**src/inc/bslr_pkg.sv**
```systemverilog
// Constants and carriers for the bay strap, latch and reset logic
// Summary of operation
// - Interrupt output goes low on a bay status change or removal request.
// - Host writes one to a status bit to clear it; interrupt then releases.
// - Slave address is 1001_0 followed by the two address strap pins.
// - Every reset samples the default strap and qualifies it with the mode strap.
// - Mode strap high: every latch control bit resets to zero.
// - Mode strap low: latch control bits reset to the sampled default strap.
// - Mode strap low: each latch drive output follows its control bit.
// - Mode strap high: control bit falling 1 to 0 fires one drive pulse.
// - Reset pin is deglitched; two clock pulses high reset all registers.
// - In pulse mode the drive output is pulled low during the pulse.
// - Timing register selects pulse length: 120 ms, 500 ms, 1 s or 2 s.
// - Removal request inputs are debounced before raising an interrupt.
package bslr_pkg;
	localparam int CLK_HZ = 25_000_000;
	localparam int TICK_US = 1000;
	localparam int TICK_CYCLES = CLK_HZ / 1_000_000 * TICK_US;
	localparam int DEB_TICKS = 8;
	localparam int AW = 4;
	localparam int DW = 8;
	localparam int NBAYS = 2;
	localparam int CNT_W = 11;
	localparam int NEV = 4;
	localparam logic [AW-1:0] REG_STATUS = 4'h0;
	localparam logic [AW-1:0] REG_MASK = 4'h1;
	localparam logic [AW-1:0] REG_CONTROL = 4'h2;
	localparam logic [AW-1:0] REG_TIMING = 4'h3;
	localparam logic [AW-1:0] REG_INFO = 4'h4;
	localparam int EV_CHG_LSB = 0;
	localparam int EV_REM_LSB = 2;
	localparam logic [NEV-1:0] MASK_RST = 4'hf;
	localparam logic [1:0] TIMING_RST = 2'h0;
	localparam logic [4:0] ADDR_HI = 5'h12;
	localparam logic [CNT_W-1:0] PULSE_MS_0 = 11'h078;
	localparam logic [CNT_W-1:0] PULSE_MS_1 = 11'h1f4;
	localparam logic [CNT_W-1:0] PULSE_MS_2 = 11'h3e8;
	localparam logic [CNT_W-1:0] PULSE_MS_3 = 11'h7d0;

	typedef struct packed {
		logic wr;
		logic rd;
		logic [AW-1:0] addr;
		logic [DW-1:0] wdata;
	} bslr_bus_req_type;

	typedef struct packed {
		logic rst;
		logic mode;
		logic def;
		logic [1:0] addr;
		logic [NBAYS-1:0] rem_n;
	} bslr_pins_type;

	// Pulse length in millisecond ticks
	function automatic logic [CNT_W-1:0] bslr_pulse_ticks(input logic [1:0] sel);
		logic [CNT_W-1:0] t;
		unique case (sel)
			2'h0: t = PULSE_MS_0;
			2'h1: t = PULSE_MS_1;
			2'h2: t = PULSE_MS_2;
			2'h3: t = PULSE_MS_3;
		endcase
		return t;
	endfunction
endpackage

```
**src/core/bslr_sync.sv**
```systemverilog
// Two-flop synchroniser for pin inputs
`timescale 1ns/100ps
`default_nettype none
module bslr_sync #(
	parameter int W = 1
) (
	input wire logic mclk,
	input wire logic [W-1:0] d,
	output logic [W-1:0] q
);
	import bslr_pkg::*;

	typedef struct packed {
		logic [W-1:0] s1;
		logic [W-1:0] s2;
	} bslr_sync_state_type;

	bslr_sync_state_type st;
	bslr_sync_state_type next_st;

	// No reset: the reset pin itself passes through here
	always_comb begin
		next_st = st;
		next_st.s1 = d;
		next_st.s2 = st.s1;
	end

	always_ff @(posedge mclk) begin
		st <= next_st;
	end

	assign q = st.s2;
endmodule
`default_nettype wire

```
**src/core/bslr_debounce.sv**
```systemverilog
// Debouncer for the active-low removal request inputs
`timescale 1ns/100ps
`default_nettype none
module bslr_debounce #(
	parameter int TICKS = bslr_pkg::DEB_TICKS
) (
	input wire logic mclk,
	input wire logic rst,
	input wire logic tick,
	input wire logic din,
	output logic dout
);
	import bslr_pkg::*;

	localparam int CW = $clog2(TICKS + 1);

	typedef struct packed {
		logic level;
		logic [CW-1:0] cnt;
	} bslr_deb_state_type;

	bslr_deb_state_type st;
	bslr_deb_state_type next_st;

	// New level must be seen on TICKS ticks in a row; any bounce restarts
	always_comb begin
		next_st = st;
		if (din == st.level) begin
			next_st.cnt = '0;
		end else if (tick) begin
			if (st.cnt == CW'(TICKS - 1)) begin
				next_st.level = din;
				next_st.cnt = '0;
			end else begin
				next_st.cnt = st.cnt + 1'b1;
			end
		end
		if (rst) begin
			next_st.level = 1'b1;
			next_st.cnt = '0;
		end
	end

	always_ff @(posedge mclk) begin
		st <= next_st;
	end

	assign dout = st.level;
endmodule
`default_nettype wire

```
**src/core/bslr_top.sv**
```systemverilog
// Strap decode, latch drive, interrupt and reset deglitch for two bays
`timescale 1ns/100ps
`default_nettype none
module bslr_top #(
	parameter int TICK_CYCLES = bslr_pkg::TICK_CYCLES,
	parameter int DEB_TICKS = bslr_pkg::DEB_TICKS
) (
	input wire logic mclk,
	input wire logic sys_rst,
	input wire bslr_pkg::bslr_bus_req_type bus_req,
	output logic [bslr_pkg::DW-1:0] rdata,
	input wire logic [1:0] address_strap_pins,
	input wire logic latch_default_strap,
	input wire logic latch_mode_strap,
	input wire logic [bslr_pkg::NBAYS-1:0] removal_request_in_n,
	input wire logic [bslr_pkg::NBAYS-1:0] bay_event_in,
	output logic [bslr_pkg::NBAYS-1:0] latch_drive_out,
	output logic [bslr_pkg::NBAYS-1:0] latch_drive_oe,
	output logic irq_n,
	output logic [6:0] slave_address
);
	import bslr_pkg::*;

	localparam int TICK_W = $clog2(TICK_CYCLES + 1);

	typedef struct packed {
		logic rst_prev;
		logic rst_q;
		logic [TICK_W-1:0] tick_cnt;
		logic tick;
		logic [NBAYS-1:0] ctl;
		logic [NBAYS-1:0] ctl_prev;
		logic [NEV-1:0] status;
		logic [NEV-1:0] mask;
		logic [1:0] timing;
		logic [NBAYS-1:0][CNT_W-1:0] pulse_cnt;
		logic [NBAYS-1:0] rem_prev;
		logic [NBAYS-1:0] drive_oe;
		logic [NBAYS-1:0] drive_out;
		logic irq_n;
		logic [DW-1:0] rdata;
		logic [6:0] slave_addr;
	} bslr_state_type;

	bslr_state_type st;
	bslr_state_type next_st;
	bslr_pins_type pins_raw;
	bslr_pins_type pins;
	logic [NBAYS-1:0] rem_db;
	logic [NBAYS-1:0] rem_fall;
	logic [NBAYS-1:0] ctl_reset;

	assign pins_raw = '{
		rst: sys_rst,
		mode: latch_mode_strap,
		def: latch_default_strap,
		addr: address_strap_pins,
		rem_n: removal_request_in_n
	};

	// Every strap, removal request and reset pin is treated as asynchronous; bay_event_in bypasses this
	bslr_sync #(
		.W($bits(bslr_pins_type))
	) u_sync (
		.mclk(mclk),
		.d(pins_raw),
		.q(pins)
	);

	genvar gi;
	generate
		for (gi = 0; gi < NBAYS; gi++) begin : g_deb
			bslr_debounce #(
				.TICKS(DEB_TICKS)
			) u_deb (
				.mclk(mclk),
				.rst(st.rst_q),
				.tick(st.tick),
				.din(pins.rem_n[gi]),
				.dout(rem_db[gi])
			);
		end
	endgenerate

	// Debounced request goes from released to asserted
	assign rem_fall = st.rem_prev & ~rem_db;

	// Reset value of the control bits from the straps
	assign ctl_reset = pins.mode ? '0 : {NBAYS{pins.def}};

	always_comb begin
		next_st = st;
		// Two consecutive high samples make the internal reset
		next_st.rst_prev = pins.rst;
		next_st.rst_q = pins.rst & st.rst_prev;

		// Millisecond tick from the reference clock
		next_st.tick = 1'b0;
		if (st.tick_cnt == TICK_W'(TICK_CYCLES - 1)) begin
			next_st.tick_cnt = '0;
			next_st.tick = 1'b1;
		end else begin
			next_st.tick_cnt = st.tick_cnt + 1'b1;
		end

		next_st.slave_addr = {ADDR_HI, pins.addr};

		// Read data stands for one cycle only
		next_st.rdata = '0;
		if (bus_req.rd) begin
			case (bus_req.addr)
				REG_STATUS: next_st.rdata = DW'(st.status);
				REG_MASK: next_st.rdata = DW'(st.mask);
				REG_CONTROL: next_st.rdata = DW'(st.ctl);
				REG_TIMING: next_st.rdata = DW'(st.timing);
				REG_INFO: next_st.rdata = {pins.mode, st.slave_addr};
				default: next_st.rdata = '0;
			endcase
		end

		if (bus_req.wr) begin
			case (bus_req.addr)
				REG_STATUS: next_st.status = st.status & ~bus_req.wdata[NEV-1:0];
				REG_MASK: next_st.mask = bus_req.wdata[NEV-1:0];
				REG_CONTROL: next_st.ctl = bus_req.wdata[NBAYS-1:0];
				REG_TIMING: next_st.timing = bus_req.wdata[1:0];
				default: ;
			endcase
		end
		// Set wins over a clear in the same cycle
		next_st.status[EV_CHG_LSB +: NBAYS] = next_st.status[EV_CHG_LSB +: NBAYS]
			| bay_event_in;
		next_st.status[EV_REM_LSB +: NBAYS] = next_st.status[EV_REM_LSB +: NBAYS]
			| rem_fall;
		next_st.rem_prev = rem_db;

		next_st.ctl_prev = st.ctl;
		for (int i = 0; i < NBAYS; i++) begin
			// A new fall restarts a pulse already running
			if (pins.mode && st.ctl_prev[i] && !st.ctl[i]) begin
				next_st.pulse_cnt[i] = bslr_pulse_ticks(st.timing);
			end else if (st.tick && st.pulse_cnt[i] != '0) begin
				next_st.pulse_cnt[i] = st.pulse_cnt[i] - 1'b1;
			end
			// Enable high pulls the pin low; released means float
			if (pins.mode) begin
				next_st.drive_oe[i] = next_st.pulse_cnt[i] != '0;
			end else begin
				next_st.drive_oe[i] = ~st.ctl[i];
			end
		end
		next_st.drive_out = '0;

		next_st.irq_n = ~|(st.status & st.mask);

		if (st.rst_q) begin
			next_st.tick_cnt = '0;
			next_st.tick = 1'b0;
			next_st.ctl = ctl_reset;
			next_st.ctl_prev = ctl_reset;
			next_st.status = '0;
			next_st.mask = MASK_RST;
			next_st.timing = TIMING_RST;
			next_st.pulse_cnt = '0;
			next_st.rem_prev = '1;
			next_st.drive_oe = pins.mode ? '0 : ~ctl_reset;
			next_st.irq_n = 1'b1;
			next_st.rdata = '0;
		end
	end

	always_ff @(posedge mclk) begin
		st <= next_st;
	end

	assign rdata = st.rdata;
	assign latch_drive_out = st.drive_out;
	assign latch_drive_oe = st.drive_oe;
	assign irq_n = st.irq_n;
	assign slave_address = st.slave_addr;

	property p_irq_set;
		@(posedge mclk) disable iff (st.rst_q)
		|(st.status & st.mask) |=> !irq_n;
	endproperty
	a_irq_set: assert property (p_irq_set) else $error("irq not low");

	property p_irq_clear;
		@(posedge mclk) disable iff (st.rst_q)
		(st.status & st.mask) == '0 |=> irq_n;
	endproperty
	a_irq_clear: assert property (p_irq_clear) else $error("irq not released");

	property p_w1c;
		@(posedge mclk) disable iff (st.rst_q)
		bus_req.wr && bus_req.addr == REG_STATUS && bus_req.wdata[EV_CHG_LSB]
			&& (st.status & st.mask) == NEV'(1) && bay_event_in == '0 && rem_fall == '0
			|=> !st.status[EV_CHG_LSB] ##1 irq_n;
	endproperty
	a_w1c: assert property (p_w1c) else $error("status bit not cleared");

	property p_set_wins;
		@(posedge mclk) disable iff (st.rst_q)
		bay_event_in[1] |=> st.status[EV_CHG_LSB + 1];
	endproperty
	a_set_wins: assert property (p_set_wins) else $error("event lost");

	property p_addr;
		@(posedge mclk) disable iff (st.rst_q)
		!st.rst_q |=> slave_address == {ADDR_HI, $past(pins.addr)};
	endproperty
	a_addr: assert property (p_addr) else $error("bad slave address");

	property p_rst_pulse_mode;
		@(posedge mclk)
		st.rst_q && pins.mode |=> st.ctl == '0 && latch_drive_oe == '0;
	endproperty
	a_rst_pulse_mode: assert property (p_rst_pulse_mode) else $error("ctl not zero");

	property p_rst_level_mode;
		@(posedge mclk)
		st.rst_q && !pins.mode |=> st.ctl == {NBAYS{$past(pins.def)}};
	endproperty
	a_rst_level_mode: assert property (p_rst_level_mode) else $error("ctl default");

	property p_follow;
		@(posedge mclk) disable iff (st.rst_q)
		!pins.mode |=> latch_drive_oe == ~$past(st.ctl);
	endproperty
	a_follow: assert property (p_follow) else $error("drive not following");

	property p_pulse_start;
		@(posedge mclk) disable iff (st.rst_q)
		pins.mode && st.ctl_prev[0] && !st.ctl[0] |=> latch_drive_oe[0]
			&& st.pulse_cnt[0] == bslr_pulse_ticks($past(st.timing));
	endproperty
	a_pulse_start: assert property (p_pulse_start) else $error("no pulse");

	property p_pulse_end;
		@(posedge mclk) disable iff (st.rst_q)
		pins.mode && st.tick && st.pulse_cnt[0] == 11'h001
			&& st.ctl_prev[0] == st.ctl[0] |=> !latch_drive_oe[0];
	endproperty
	a_pulse_end: assert property (p_pulse_end) else $error("pulse too long");

	property p_deglitch;
		@(posedge mclk)
		pins.rst ##1 pins.rst |=> st.rst_q;
	endproperty
	a_deglitch: assert property (p_deglitch) else $error("reset missed");

	property p_glitch;
		@(posedge mclk)
		!pins.rst |=> !st.rst_q;
	endproperty
	a_glitch: assert property (p_glitch) else $error("glitch reset");

	property p_removal;
		@(posedge mclk) disable iff (st.rst_q)
		rem_fall[0] |=> st.status[EV_REM_LSB];
	endproperty
	a_removal: assert property (p_removal) else $error("removal lost");

	c_pulse: cover property (@(posedge mclk) st.ctl_prev[0] && !st.ctl[0] && pins.mode);
	c_irq: cover property (@(posedge mclk) $fell(irq_n));
	c_removal: cover property (@(posedge mclk) rem_fall != '0);
	c_reset: cover property (@(posedge mclk) $rose(st.rst_q));
endmodule
`default_nettype wire

```
**config.mk**
```make
export PLATFORM = sky130hd
export DESIGN_NAME = bslr_top
export DESIGN_NICKNAME = d
export VERILOG_FILES = /design/src/inc/bslr_pkg.sv /design/src/core/bslr_sync.sv /design/src/core/bslr_debounce.sv /design/src/core/bslr_top.sv
export SDC_FILE = /design/constraint.sdc
export NUM_CORES = 1
export LEC_CHECK = 0
export BUFFER_PORTS_ARGS = -buffer_cell sky130_fd_sc_hd__buf_2
export CORE_MARGIN = 5
export CORE_UTILIZATION = 52
export DETAILED_ROUTE_END_ITERATION = 7
export PLACE_DENSITY = 0.81
export SYNTH_ARGS = -nofsm -noshare
export SYNTH_HDL_FRONTEND = slang
export SYNTH_SLANG_ARGS = --single-unit
```
**constraint.sdc**
```tcl
create_clock -name mclk -period 2.4 [get_ports mclk]
set_input_delay 0.48 -clock mclk [delete_from_list [all_inputs] [get_ports mclk]]
set_output_delay 0.48 -clock mclk [all_outputs]
set_load 0.01 [all_outputs]
```
==> results of run 1 <==
-- cells in the mapped netlist, types with 6 or more instances --
| master | count |
|---|---|
| a211o_1 | 6 |
| a211oi_1 | 15 |
| a21oi_1 | 15 |
| buf_4 | 19 |
| clkbuf_1 | 13 |
| dfxtp_1 | 89 |
| inv_1 | 16 |
| mux2i_1 | 12 |
| nand2_1 | 28 |
| nand2b_1 | 7 |
| nand3_1 | 9 |
| nand4_1 | 7 |
| nor2_1 | 66 |
| nor3_1 | 15 |
| nor3b_1 | 7 |
| nor4_1 | 7 |
| o21ai_0 | 13 |
| or3_1 | 6 |
| xnor2_1 | 12 |
| xor2_1 | 14 |
-- kinds of logic after synthesis --
logic type,after synthesis,synth area share (%)
and+or+nand+nor,181,23.4
DFF,91,46.5
AOI/OAI and AO/OA,71,12.2
buffers and inverters,51,6.70
xor gates and xnor gates,26,5.75
muxes,14,3.60
adders and majority gates,5,1.58
other,2,0.190
-- power by group through the flow --
stage	logic [mW]	clock network [mW]	registers, mW
floorplan	0.274	0	1.71
global placement	0.330	0	1.74
detailed placement	0.340	0	1.74
CTS	0.341	1.02	1.71
global route	0.385	1.08	1.73
finish	0.347	0.987	1.71
-- metal layers --
metal  up-vias  routed length [um]
li1       1567                   -
met1      1469                3240
met2        64                4130
met3        22                 324
met4         0                 188
met5         -                   0
-- through the flow --
step           std cells  hold WS, ps  setup WS (ps)
2_1_floorplan        448          310            168
3_5_place_dp         556          314            125
4_1_cts              572          189            116
6_report             572          210            160
3_3_place_gp         556          310            193
5_1_grt              572          181          -29.6
-- area by class of cell --
type                            instances  area [um^2]  area share [%]
Multi-Input combinational cell        306         1900            43.4
Sequential cell                        91         1840            42.2
Timing Repair Buffer                   44          255            5.84
Clock buffer                            9          124            2.84
Tap cell                               99          124            2.84
Clock inverter                          7         66.3            1.52
Inverter                               16         60.1            1.37
-- state kept, by name (all words and copies together), names as in the netlist --
name	cells
rdata	6
latch_drive_oe	2
st	56
g_deb.u_deb.dout	2
u_sync.next_st	7
g_deb.u_deb.st	8
u_sync.q	7
irq_n	1
slave_address	2
-- timing repair --
| item | 4_1_cts | 5_1_grt |
|---|---|---|
| hold endpoints to repair | 0 | 0 |
| endpoints found under the setup margin | 0 | 2 |
| resized for setup | 0 | 5 |
-- path summary, 6_finish.rpt --
path                                                 from                        end  slack (ps)  cells after the start
worst max-delay path                    st[33]$_SDFF_PP0_  latch_drive_oe[1]$_DFF_P_         160                      9
worst max register to register          st[33]$_SDFF_PP0_  latch_drive_oe[1]$_DFF_P_         160                      9
worst min register to register  u_sync.next_st[1]$_DFF_P_        u_sync.q[1]$_DFF_P_         340                      0
worst min-delay path                address_strap_pins[0]  u_sync.next_st[2]$_DFF_P_         210                      1
==> impl_metrics.json, run 1 <==
{
  "place_hpwl_um": 5740,
  "hold_class": "primary input to flop",
  "syn_avg_cell_area_um2": 8.98,
  "yosysTopAreaCell": "dfxtp_1",
  "finalHoldViolations": 0,
  "ys_top_cells_by_area": "dfxtp_1, nor2_1, buf_4",
  "cts_tree": "built",
  "layout-drive-gt1-share_pct": 16.1,
  "clkPwrFrac_pct": 32.4,
  "synthArstFlopShare_pct": 0,
  "cp_top_family": "compound AO/OA/AOI/OAI gates",
  "finalInstanceArea_um2": 4370,
  "period_needed_ps": 2240,
  "cp-start-kind": "flop",
  "num-fill-cells": 647,
  "grt_pass1_wl_um": 13800,
  "met3_usage_pct": 3.80,
  "grt_pass1_vias": 3105,
  "cts_buffers": 9,
  "gr-usage-met2_pct": 29.5,
  "gr-max-usage-layer": "met2",
  "grt_max_degree": 19,
  "die_w_um": 97.3,
  "ant_nets": 0,
  "cap_violations": 0,
  "ys_ff_latch": 91,
  "yosysWarnings": 0,
  "cellPowerDensity_nw_per_um2": 697,
  "synth_edf_count": 2,
  "slew_violations": 0,
  "ys_seq_area_share_pct": 46.5,
  "synth.distinct_cells": 52,
  "p_leak_nw": 1.75,
  "clk_latency_ps": 360,
  "cp_slowest_cell": "dfxtp_1",
  "fmax_mhz": 446,
  "status": "finished clean",
  "max_stage_delay_ps": 400,
  "grt_usage_pct": 17.2,
  "netSwitchingFraction_pct": 28.5,
  "dieHeight_um": 97.3,
  "ios": 44,
  "power.internal_mw": 2.18,
  "die-area_um2": 9460,
  "syn-instance-count": 441,
  "power_mw": 3.05,
  "final_common_cell": "dfxtp_1",
  "drc_errors": 0,
  "design.core.area_um2": 7330,
  "htree_levels": 3,
  "gp_congestion": 0.900,
  "cts-root-buf": "clkbuf_8",
  "p_switching_uw": 869,
  "totalNegativeSetupSlack_ps": 0,
  "grt_antenna_before_repair": 0,
  "routed_wl_um": 7890,
  "fin_nets": 497,
  "vdd_ir_drop_max_mv": 0.465,
  "vias": 3122,
  "netlist_area_um2": 3960,
  "final_core_util_pct": 59.6,
  "clockBufferDepth": 2,
  "finalClockSkew_ps": 8.71,
  "rows": 31,
  "dr.first_iter.drc_count": 164,
  "critical_path_class": "flop to flop",
  "arrival_ps": 2480,
  "post-route-period-util_pct": 93.3,
  "clk_pin_slew_worst_paths_ps": 100,
  "cp-end-kind": "flop",
  "critical_path_buf_inv_count": 2,
  "firstDrtPassIters": 4,
  "crit_fanout": 5,
  "pwr-share-seq_pct": 56.2,
  "placed_cell_area_um2": 4160,
  "port_buffers": 30,
  "grt.met1_usage_pct": 20.5,
  "cts_sinks": 91,
  "postCtsHoldBufs": 0,
  "combPwrFrac_pct": 11.4,
  "post_cts_buffers": 0,
  "final-setup-viol-count": 0,
  "overflow": 0,
  "vias_per_cell": 5.46,
  "area_growth_pct": 10.3,
  "start_util_pct": 54.0,
  "mostFrequentLayoutCells": "dfxtp_1, nor2_1, buf_2",
  "crit_required_ps": 2640,
  "diodes": 0,
  "routedWlPerCell_um": 13.8,
  "synth_ff_type": "dfxtp_1",
  "yosysTopAreaCellShare_pct": 45.0,
  "crit_chain": "inv_1 -> ha_1 -> nor3b_1 -> buf_4 -> a2111oi_2 -> xnor2_1 -> nand2_1 -> nor4_1 -> a31oi_1"
}
(Power assumes the default switching activity.)
==> inputs of run 2 (changes only) <==
--- a/config.mk
+++ b/config.mk
@@ -7,9 +7,10 @@
 export LEC_CHECK = 0
 export BUFFER_PORTS_ARGS = -buffer_cell sky130_fd_sc_hd__buf_2
 export CORE_MARGIN = 5
-export CORE_UTILIZATION = 52
+export CORE_UTILIZATION = 62
 export DETAILED_ROUTE_END_ITERATION = 7
-export PLACE_DENSITY = 0.81
+export GPL_TIMING_DRIVEN = 0
+export PLACE_DENSITY = 0.9
 export SYNTH_ARGS = -nofsm -noshare
 export SYNTH_HDL_FRONTEND = slang
 export SYNTH_SLANG_ARGS = --single-unit
==> constraint.sdc (replaced) <==
create_clock -name mclk -period 2.7 [get_ports mclk]
set_input_delay 0.54 -clock mclk [delete_from_list [all_inputs] [get_ports mclk]]
set_output_delay 0.54 -clock mclk [all_outputs]
set_load 0.01 [all_outputs]
==> impl_metrics.json, run 2 (same netlist as run 1, synthesis figures left out) <==
{
  "postCtsHoldBufs": 0,
  "gp_congestion": 0.885,
  "slew_violations": 0,
  "arrival_ps": 2770,
  "start_util_pct": 63.1,
  "status": "finished clean",
  "slew_headroom_pct": 40.3,
  "hold_class": "primary input to flop",
  "rows": 29,
  "overflow": 0,
  "worst_slew_pin_slew_ps": 884,
  "drc_errors": 0,
  "cts_buffers": 9,
  "finalHoldViolations": 0,
  "grt_pass1_vias": 3190,
  "cts_tree": "built",
  "p_leak_nw": 1.80,
  "post-route-period-util_pct": 93.2,
  "cellPowerDensity_nw_per_um2": 619,
  "cap_violations": 0,
  "crit_fanout": 5,
  "r2r-start": "st[22]$_SDFF_PP0_",
  "clockBufferDepth": 2,
  "mostFrequentLayoutCells": "dfxtp_1, nor2_1, buf_2",
  "critical_path.startpoint": "st[22]$_SDFF_PP0_",
  "period_needed_ps": 2520,
  "largest_reg_flops": 56,
  "top_register": "st",
  "final_common_cell": "dfxtp_1",
  "num-fill-cells": 483,
  "fin_nets": 516,
  "multi_input_area_um2": 1880,
  "critical_path_class": "flop to flop",
  "die-area_um2": 8090,
  "firstDrtPassIters": 4,
  "cts-root-buf": "clkbuf_8",
  "largestRegisters": "st x56, g_deb.u_deb.st x8",
  "routed_wl_um": 8490,
  "htree_levels": 3,
  "grt_max_degree": 19,
  "dr.first_iter.drc_count": 251,
  "grt_usage_pct": 21.0,
  "final-setup-viol-count": 0,
  "clk_latency_ps": 370,
  "grt.met1_usage_pct": 24.7,
  "diodes": 0,
  "finalClockSkew_ps": 13.5,
  "layout.area.seq_um2": 1840,
  "dieHeight_um": 89.9,
  "clk_pin_slew_worst_paths_ps": 100,
  "grt_pass1_wl_um": 14300,
  "cts_sinks": 91,
  "port_buffers": 28,
  "gr-usage-met2_pct": 36.0,
  "final_core_util_pct": 70.4,
  "grt_antenna_before_repair": 0,
  "vias": 3354,
  "cp-end-kind": "flop",
  "ant_nets": 0,
  "fmax_mhz": 397,
  "die_w_um": 89.9,
  "rsz0062_at_grt": "no",
  "layout-drive-gt1-share_pct": 15.7,
  "design.core.area_um2": 6280,
  "totalNegativeSetupSlack_ps": 0,
  "crit_required_ps": 2960,
  "met3_usage_pct": 5.93,
  "gr-max-usage-layer": "met2",
  "ios": 44,
  "vdd_ir_drop_max_mv": 0.446,
  "vias_per_cell": 5.89,
  "routedWlPerCell_um": 14.9,
  "hp-start": "address_strap_pins[1]",
  "area_growth_pct": 11.7,
  "cp-start-kind": "flop",
  "place_hpwl_um": 5950
}
[run 2: cell count changes in the layout (fill, tap and decap cells not counted), sizes merged]
cell,before,now
clkbuf,9,22
buf,44,50
inv,20,19
clkinvlp,0,1
[run 2: repair_timing]
| item | 4_1_cts | 5_1_grt |
|---|---|---|
| setup buffers | 0 | 0 |
| resized for setup | 0 | 1 |
| setup endpoints to repair | 0 | 1 |
| endpoints found under the hold margin | 0 | 0 |
[run 2: metal layers]
layer  up-vias  part of all wire, %  wire (um)
met3        33                  6.7        565
met4         0                  2.6        222
met2       158                   50       4280
met1      1559                   40       3430
met5         -                    0          0
li1       1604                    -          -
[run 2: final timing paths]
path                                             endpoint  slack, ps  cells after the start
worst max-delay path            latch_drive_oe[0]$_DFF_P_        180                      8
worst min-delay path            u_sync.next_st[3]$_DFF_P_        260                      1
worst max register to register  latch_drive_oe[0]$_DFF_P_        180                      8
worst min register to register        u_sync.q[0]$_DFF_P_        330                      0
[run 2: layout make-up]
type | count | area share, %
clock buffer | 9 | 2.80
buffer | 35 | 4.64
inverter | 16 | 1.36
multi-input combinational | 306 | 42.6
timing repair buffer | 28 | 3.17
sequential | 91 | 41.7
tap | 77 | 2.18
clock inverter | 7 | 1.58
[run 2: metrics by stage]
step / instances / worst slack, ps / area, um^2 / power, mW / hold slack, ps
final: 569 / 184 / 4420 / 2.74 / 261
after global placement: 553 / 211 / 4220 / 1.84 / 311
after detailed placement: 553 / 156 / 4220 / 1.86 / 313
after floorplan: 448 / 468 / 3990 / 1.77 / 310
after global routing: 569 / 12.2 / 4420 / 2.85 / 239
after CTS: 569 / 103 / 4420 / 2.74 / 247
[run 2: power by group]
part / internal (mW) / switching, mW / total, mW
registers: 1.44 / 0.0831 / 1.52
logic: 0.145 / 0.186 / 0.331
clock network: 0.358 / 0.530 / 0.887
[run 2: worst max-delay path: stages (launching register included)]
cell	delay, ps
dfxtp_1	330
inv_1	90
ha_1	260
or4bb_1	620
or4_1	450
a31oi_1	240
nand4_1	100
and4bb_1	270
a31oi_1	70
==> inputs of run 3 (changes only) <==
--- a/config.mk
+++ b/config.mk
@@ -5,10 +5,12 @@
 export SDC_FILE = /design/constraint.sdc
 export NUM_CORES = 1
 export LEC_CHECK = 0
-export BUFFER_PORTS_ARGS = -buffer_cell sky130_fd_sc_hd__buf_2
+export CELL_PAD_IN_SITES_DETAIL_PLACEMENT = 1
+export CELL_PAD_IN_SITES_GLOBAL_PLACEMENT = 2
 export CORE_MARGIN = 5
-export CORE_UTILIZATION = 62
+export CORE_UTILIZATION = 42
 export DETAILED_ROUTE_END_ITERATION = 7
+export DONT_BUFFER_PORTS = 1
 export GPL_TIMING_DRIVEN = 0
 export PLACE_DENSITY = 0.9
 export SYNTH_ARGS = -nofsm -noshare
==> impl_metrics.json, run 3 (same netlist as run 1, synthesis figures left out) <==
{
  "mostFrequentLayoutCells": "dfxtp_1, nor2_1, nand2_1",
  "htree_levels": 3,
  "area_growth_pct": 9.32,
  "fin_nets": 488,
  "clk_pin_slew_worst_paths_ps": 100,
  "whs_path_depth": 0,
  "ff2ff_setup_slack_ps": 150,
  "rows": 35,
  "finalHoldViolations": 0,
  "worst_slew_pin_slew_ps": 827,
  "cp_slowest_cell": "or4bb_1",
  "clk_latency_ps": 360,
  "slew_headroom_pct": 44.4,
  "firstDrtPassIters": 4,
  "cp-end-kind": "flop",
  "period_needed_ps": 2550,
  "crit_chain": "inv_1 -> ha_1 -> or4bb_1 -> or4_1 -> a31oi_1 -> nand4_1 -> and4bb_1 -> a31oi_1",
  "p_leak_nw": 1.68,
  "cap_violations": 0,
  "multi_input_area_um2": 1890,
  "ant_nets": 0,
  "cts_sinks": 91,
  "routed_wl_um": 9040,
  "hold_path_end": "u_sync.next_st[5]$_DFF_P_",
  "largest_reg_flops": 56,
  "critical_path_buf_inv_count": 1,
  "routedWlPerCell_um": 15.7,
  "diodes": 0,
  "drc_errors": 0,
  "cp-start-kind": "flop",
  "grt_pass1_wl_um": 15800,
  "r2r_end": "latch_drive_oe[0]$_DFF_P_",
  "top_register": "st",
  "vias_per_cell": 5.34,
  "met3_usage_pct": 4.27,
  "clockBufferDepth": 2,
  "die_w_um": 107,
  "design.core.area_um2": 9200,
  "hp-start": "latch_mode_strap",
  "grt_max_degree": 18,
  "grt_usage_pct": 17.1,
  "totalNegativeSetupSlack_ps": 0,
  "cts_tree": "built",
  "vias": 3070,
  "vdd_ir_drop_max_mv": 0.290,
  "place_hpwl_um": 6790,
  "crit_required_ps": 2940,
  "layout.area.seq_um2": 1840,
  "crit_path_frequent_cell": "a31oi_1",
  "fmax_mhz": 393,
  "die-area_um2": 11500,
  "cts-root-buf": "clkbuf_8",
  "cellPowerDensity_nw_per_um2": 630,
  "status": "finished clean",
  "overflow": 0,
  "gp_congestion": 0.807,
  "cts_buffers": 9,
  "hold_class": "primary input to flop",
  "final-setup-viol-count": 0,
  "start_util_pct": 43.1,
  "rsz0062_at_grt": "no",
  "layout-drive-gt1-share_pct": 10.6,
  "fin_ws_ps": 154,
  "largestRegisters": "st x56, g_deb.u_deb.st x8",
  "r2r-start": "st[22]$_SDFF_PP0_",
  "arrival_ps": 2790,
  "final_common_cell": "dfxtp_1",
  "max_stage_delay_ps": 610,
  "gr-max-usage-layer": "met2",
  "finalClockSkew_ps": 13.8,
  "port_buffers": 0,
  "dieHeight_um": 107,
  "post-route-period-util_pct": 94.3,
  "final_core_util_pct": 47.1,
  "reg2reg_depth": 8,
  "num-fill-cells": 1108,
  "ios": 44,
  "cp_top_family": "simple AND/OR/NAND/NOR gates",
  "gr-usage-met2_pct": 29.8,
  "placed_cell_area_um2": 4130,
  "dr.first_iter.drc_count": 86,
  "cp.depth": 8,
  "place_ws_ps": -17.0,
  "finalInstanceArea_um2": 4330,
  "slew_violations": 0,
  "grt.met1_usage_pct": 20.8,
  "grt_antenna_before_repair": 0,
  "grt_pass1_vias": 3259,
  "crit_fanout": 5,
  "post_cts_buffers": 0,
  "critical_path_class": "flop to flop"
}
==> run 3: repair_timing <==
action                                  in CTS  in global routing
pin swaps                                    0                  0
hold buffers                                 0                  0
hold endpoints to repair                     0                  0
gates resized for setup                      1                  1
endpoints found under the setup margin       1                  1
==> run 3: metrics by stage <==
| stage | hold slack (ps) | cells | total power [mW] |
|---|---|---|---|
| 2_1_floorplan | 310 | 448 | 1.77 |
| 3_3_place_gp | 311 | 559 | 1.84 |
| 3_5_place_dp | 313 | 559 | 1.85 |
| 4_1_cts | 175 | 575 | 2.75 |
| 5_1_grt | 154 | 575 | 2.89 |
| 6_report | 190 | 575 | 2.73 |
==> run 3: worst reg2reg max path, stage by stage (launching register included) <==
cell,delay (ps)
dfxtp_1,330
inv_1,90
ha_1,270
or4bb_1,610
or4_1,440
a31oi_1,230
nand4_1,120
and4bb_1,270
a31oi_1,70
==> run 3: how the worst max path moves through the flow <==
| stage | startpoint | end | slack, ps |
|---|---|---|---|
| after detailed placement | st[33]$_SDFF_PP0_ | latch_drive_oe[1]$_DFF_P_ | -20 |
| after CTS | st[22]$_SDFF_PP0_ | latch_drive_oe[0]$_DFF_P_ | 130 |
| final | st[22]$_SDFF_PP0_ | latch_drive_oe[0]$_DFF_P_ | 150 |
| after global routing | st[22]$_SDFF_PP0_ | latch_drive_oe[0]$_DFF_P_ | 10 |
| after global placement | st[33]$_SDFF_PP0_ | latch_drive_oe[1]$_DFF_P_ | 50 |
| after floorplan | st[22]$_SDFF_PP0_ | latch_drive_oe[0]$_DFF_P_ | 470 |
==> run 3: layout make-up <==
cell class	count	share of cell area, %
multi-input combinational	306	43.7
sequential	91	42.5
buffer	35	4.74
tap	111	3.21
clock buffer	10	3.18
inverter	16	1.39
clock inverter	6	1.27
==> run 3: where the power goes <==
part / switching [mW] / leakage [nW] / internal, mW
Combinational: 0.173 / 0.834 / 0.133
Clock: 0.524 / 0.0934 / 0.379
Sequential: 0.0804 / 0.751 / 1.44
Total: 0.778 / 1.68 / 1.95
==> run 3: per-layer routing <==
| layer | up-vias | wire length, um |
|---|---|---|
| met5 | - | 0 |
| met4 | 0 | 94 |
| met3 | 10 | 313 |
| met2 | 31 | 4580 |
| met1 | 1476 | 4060 |
| li1 | 1553 | - |
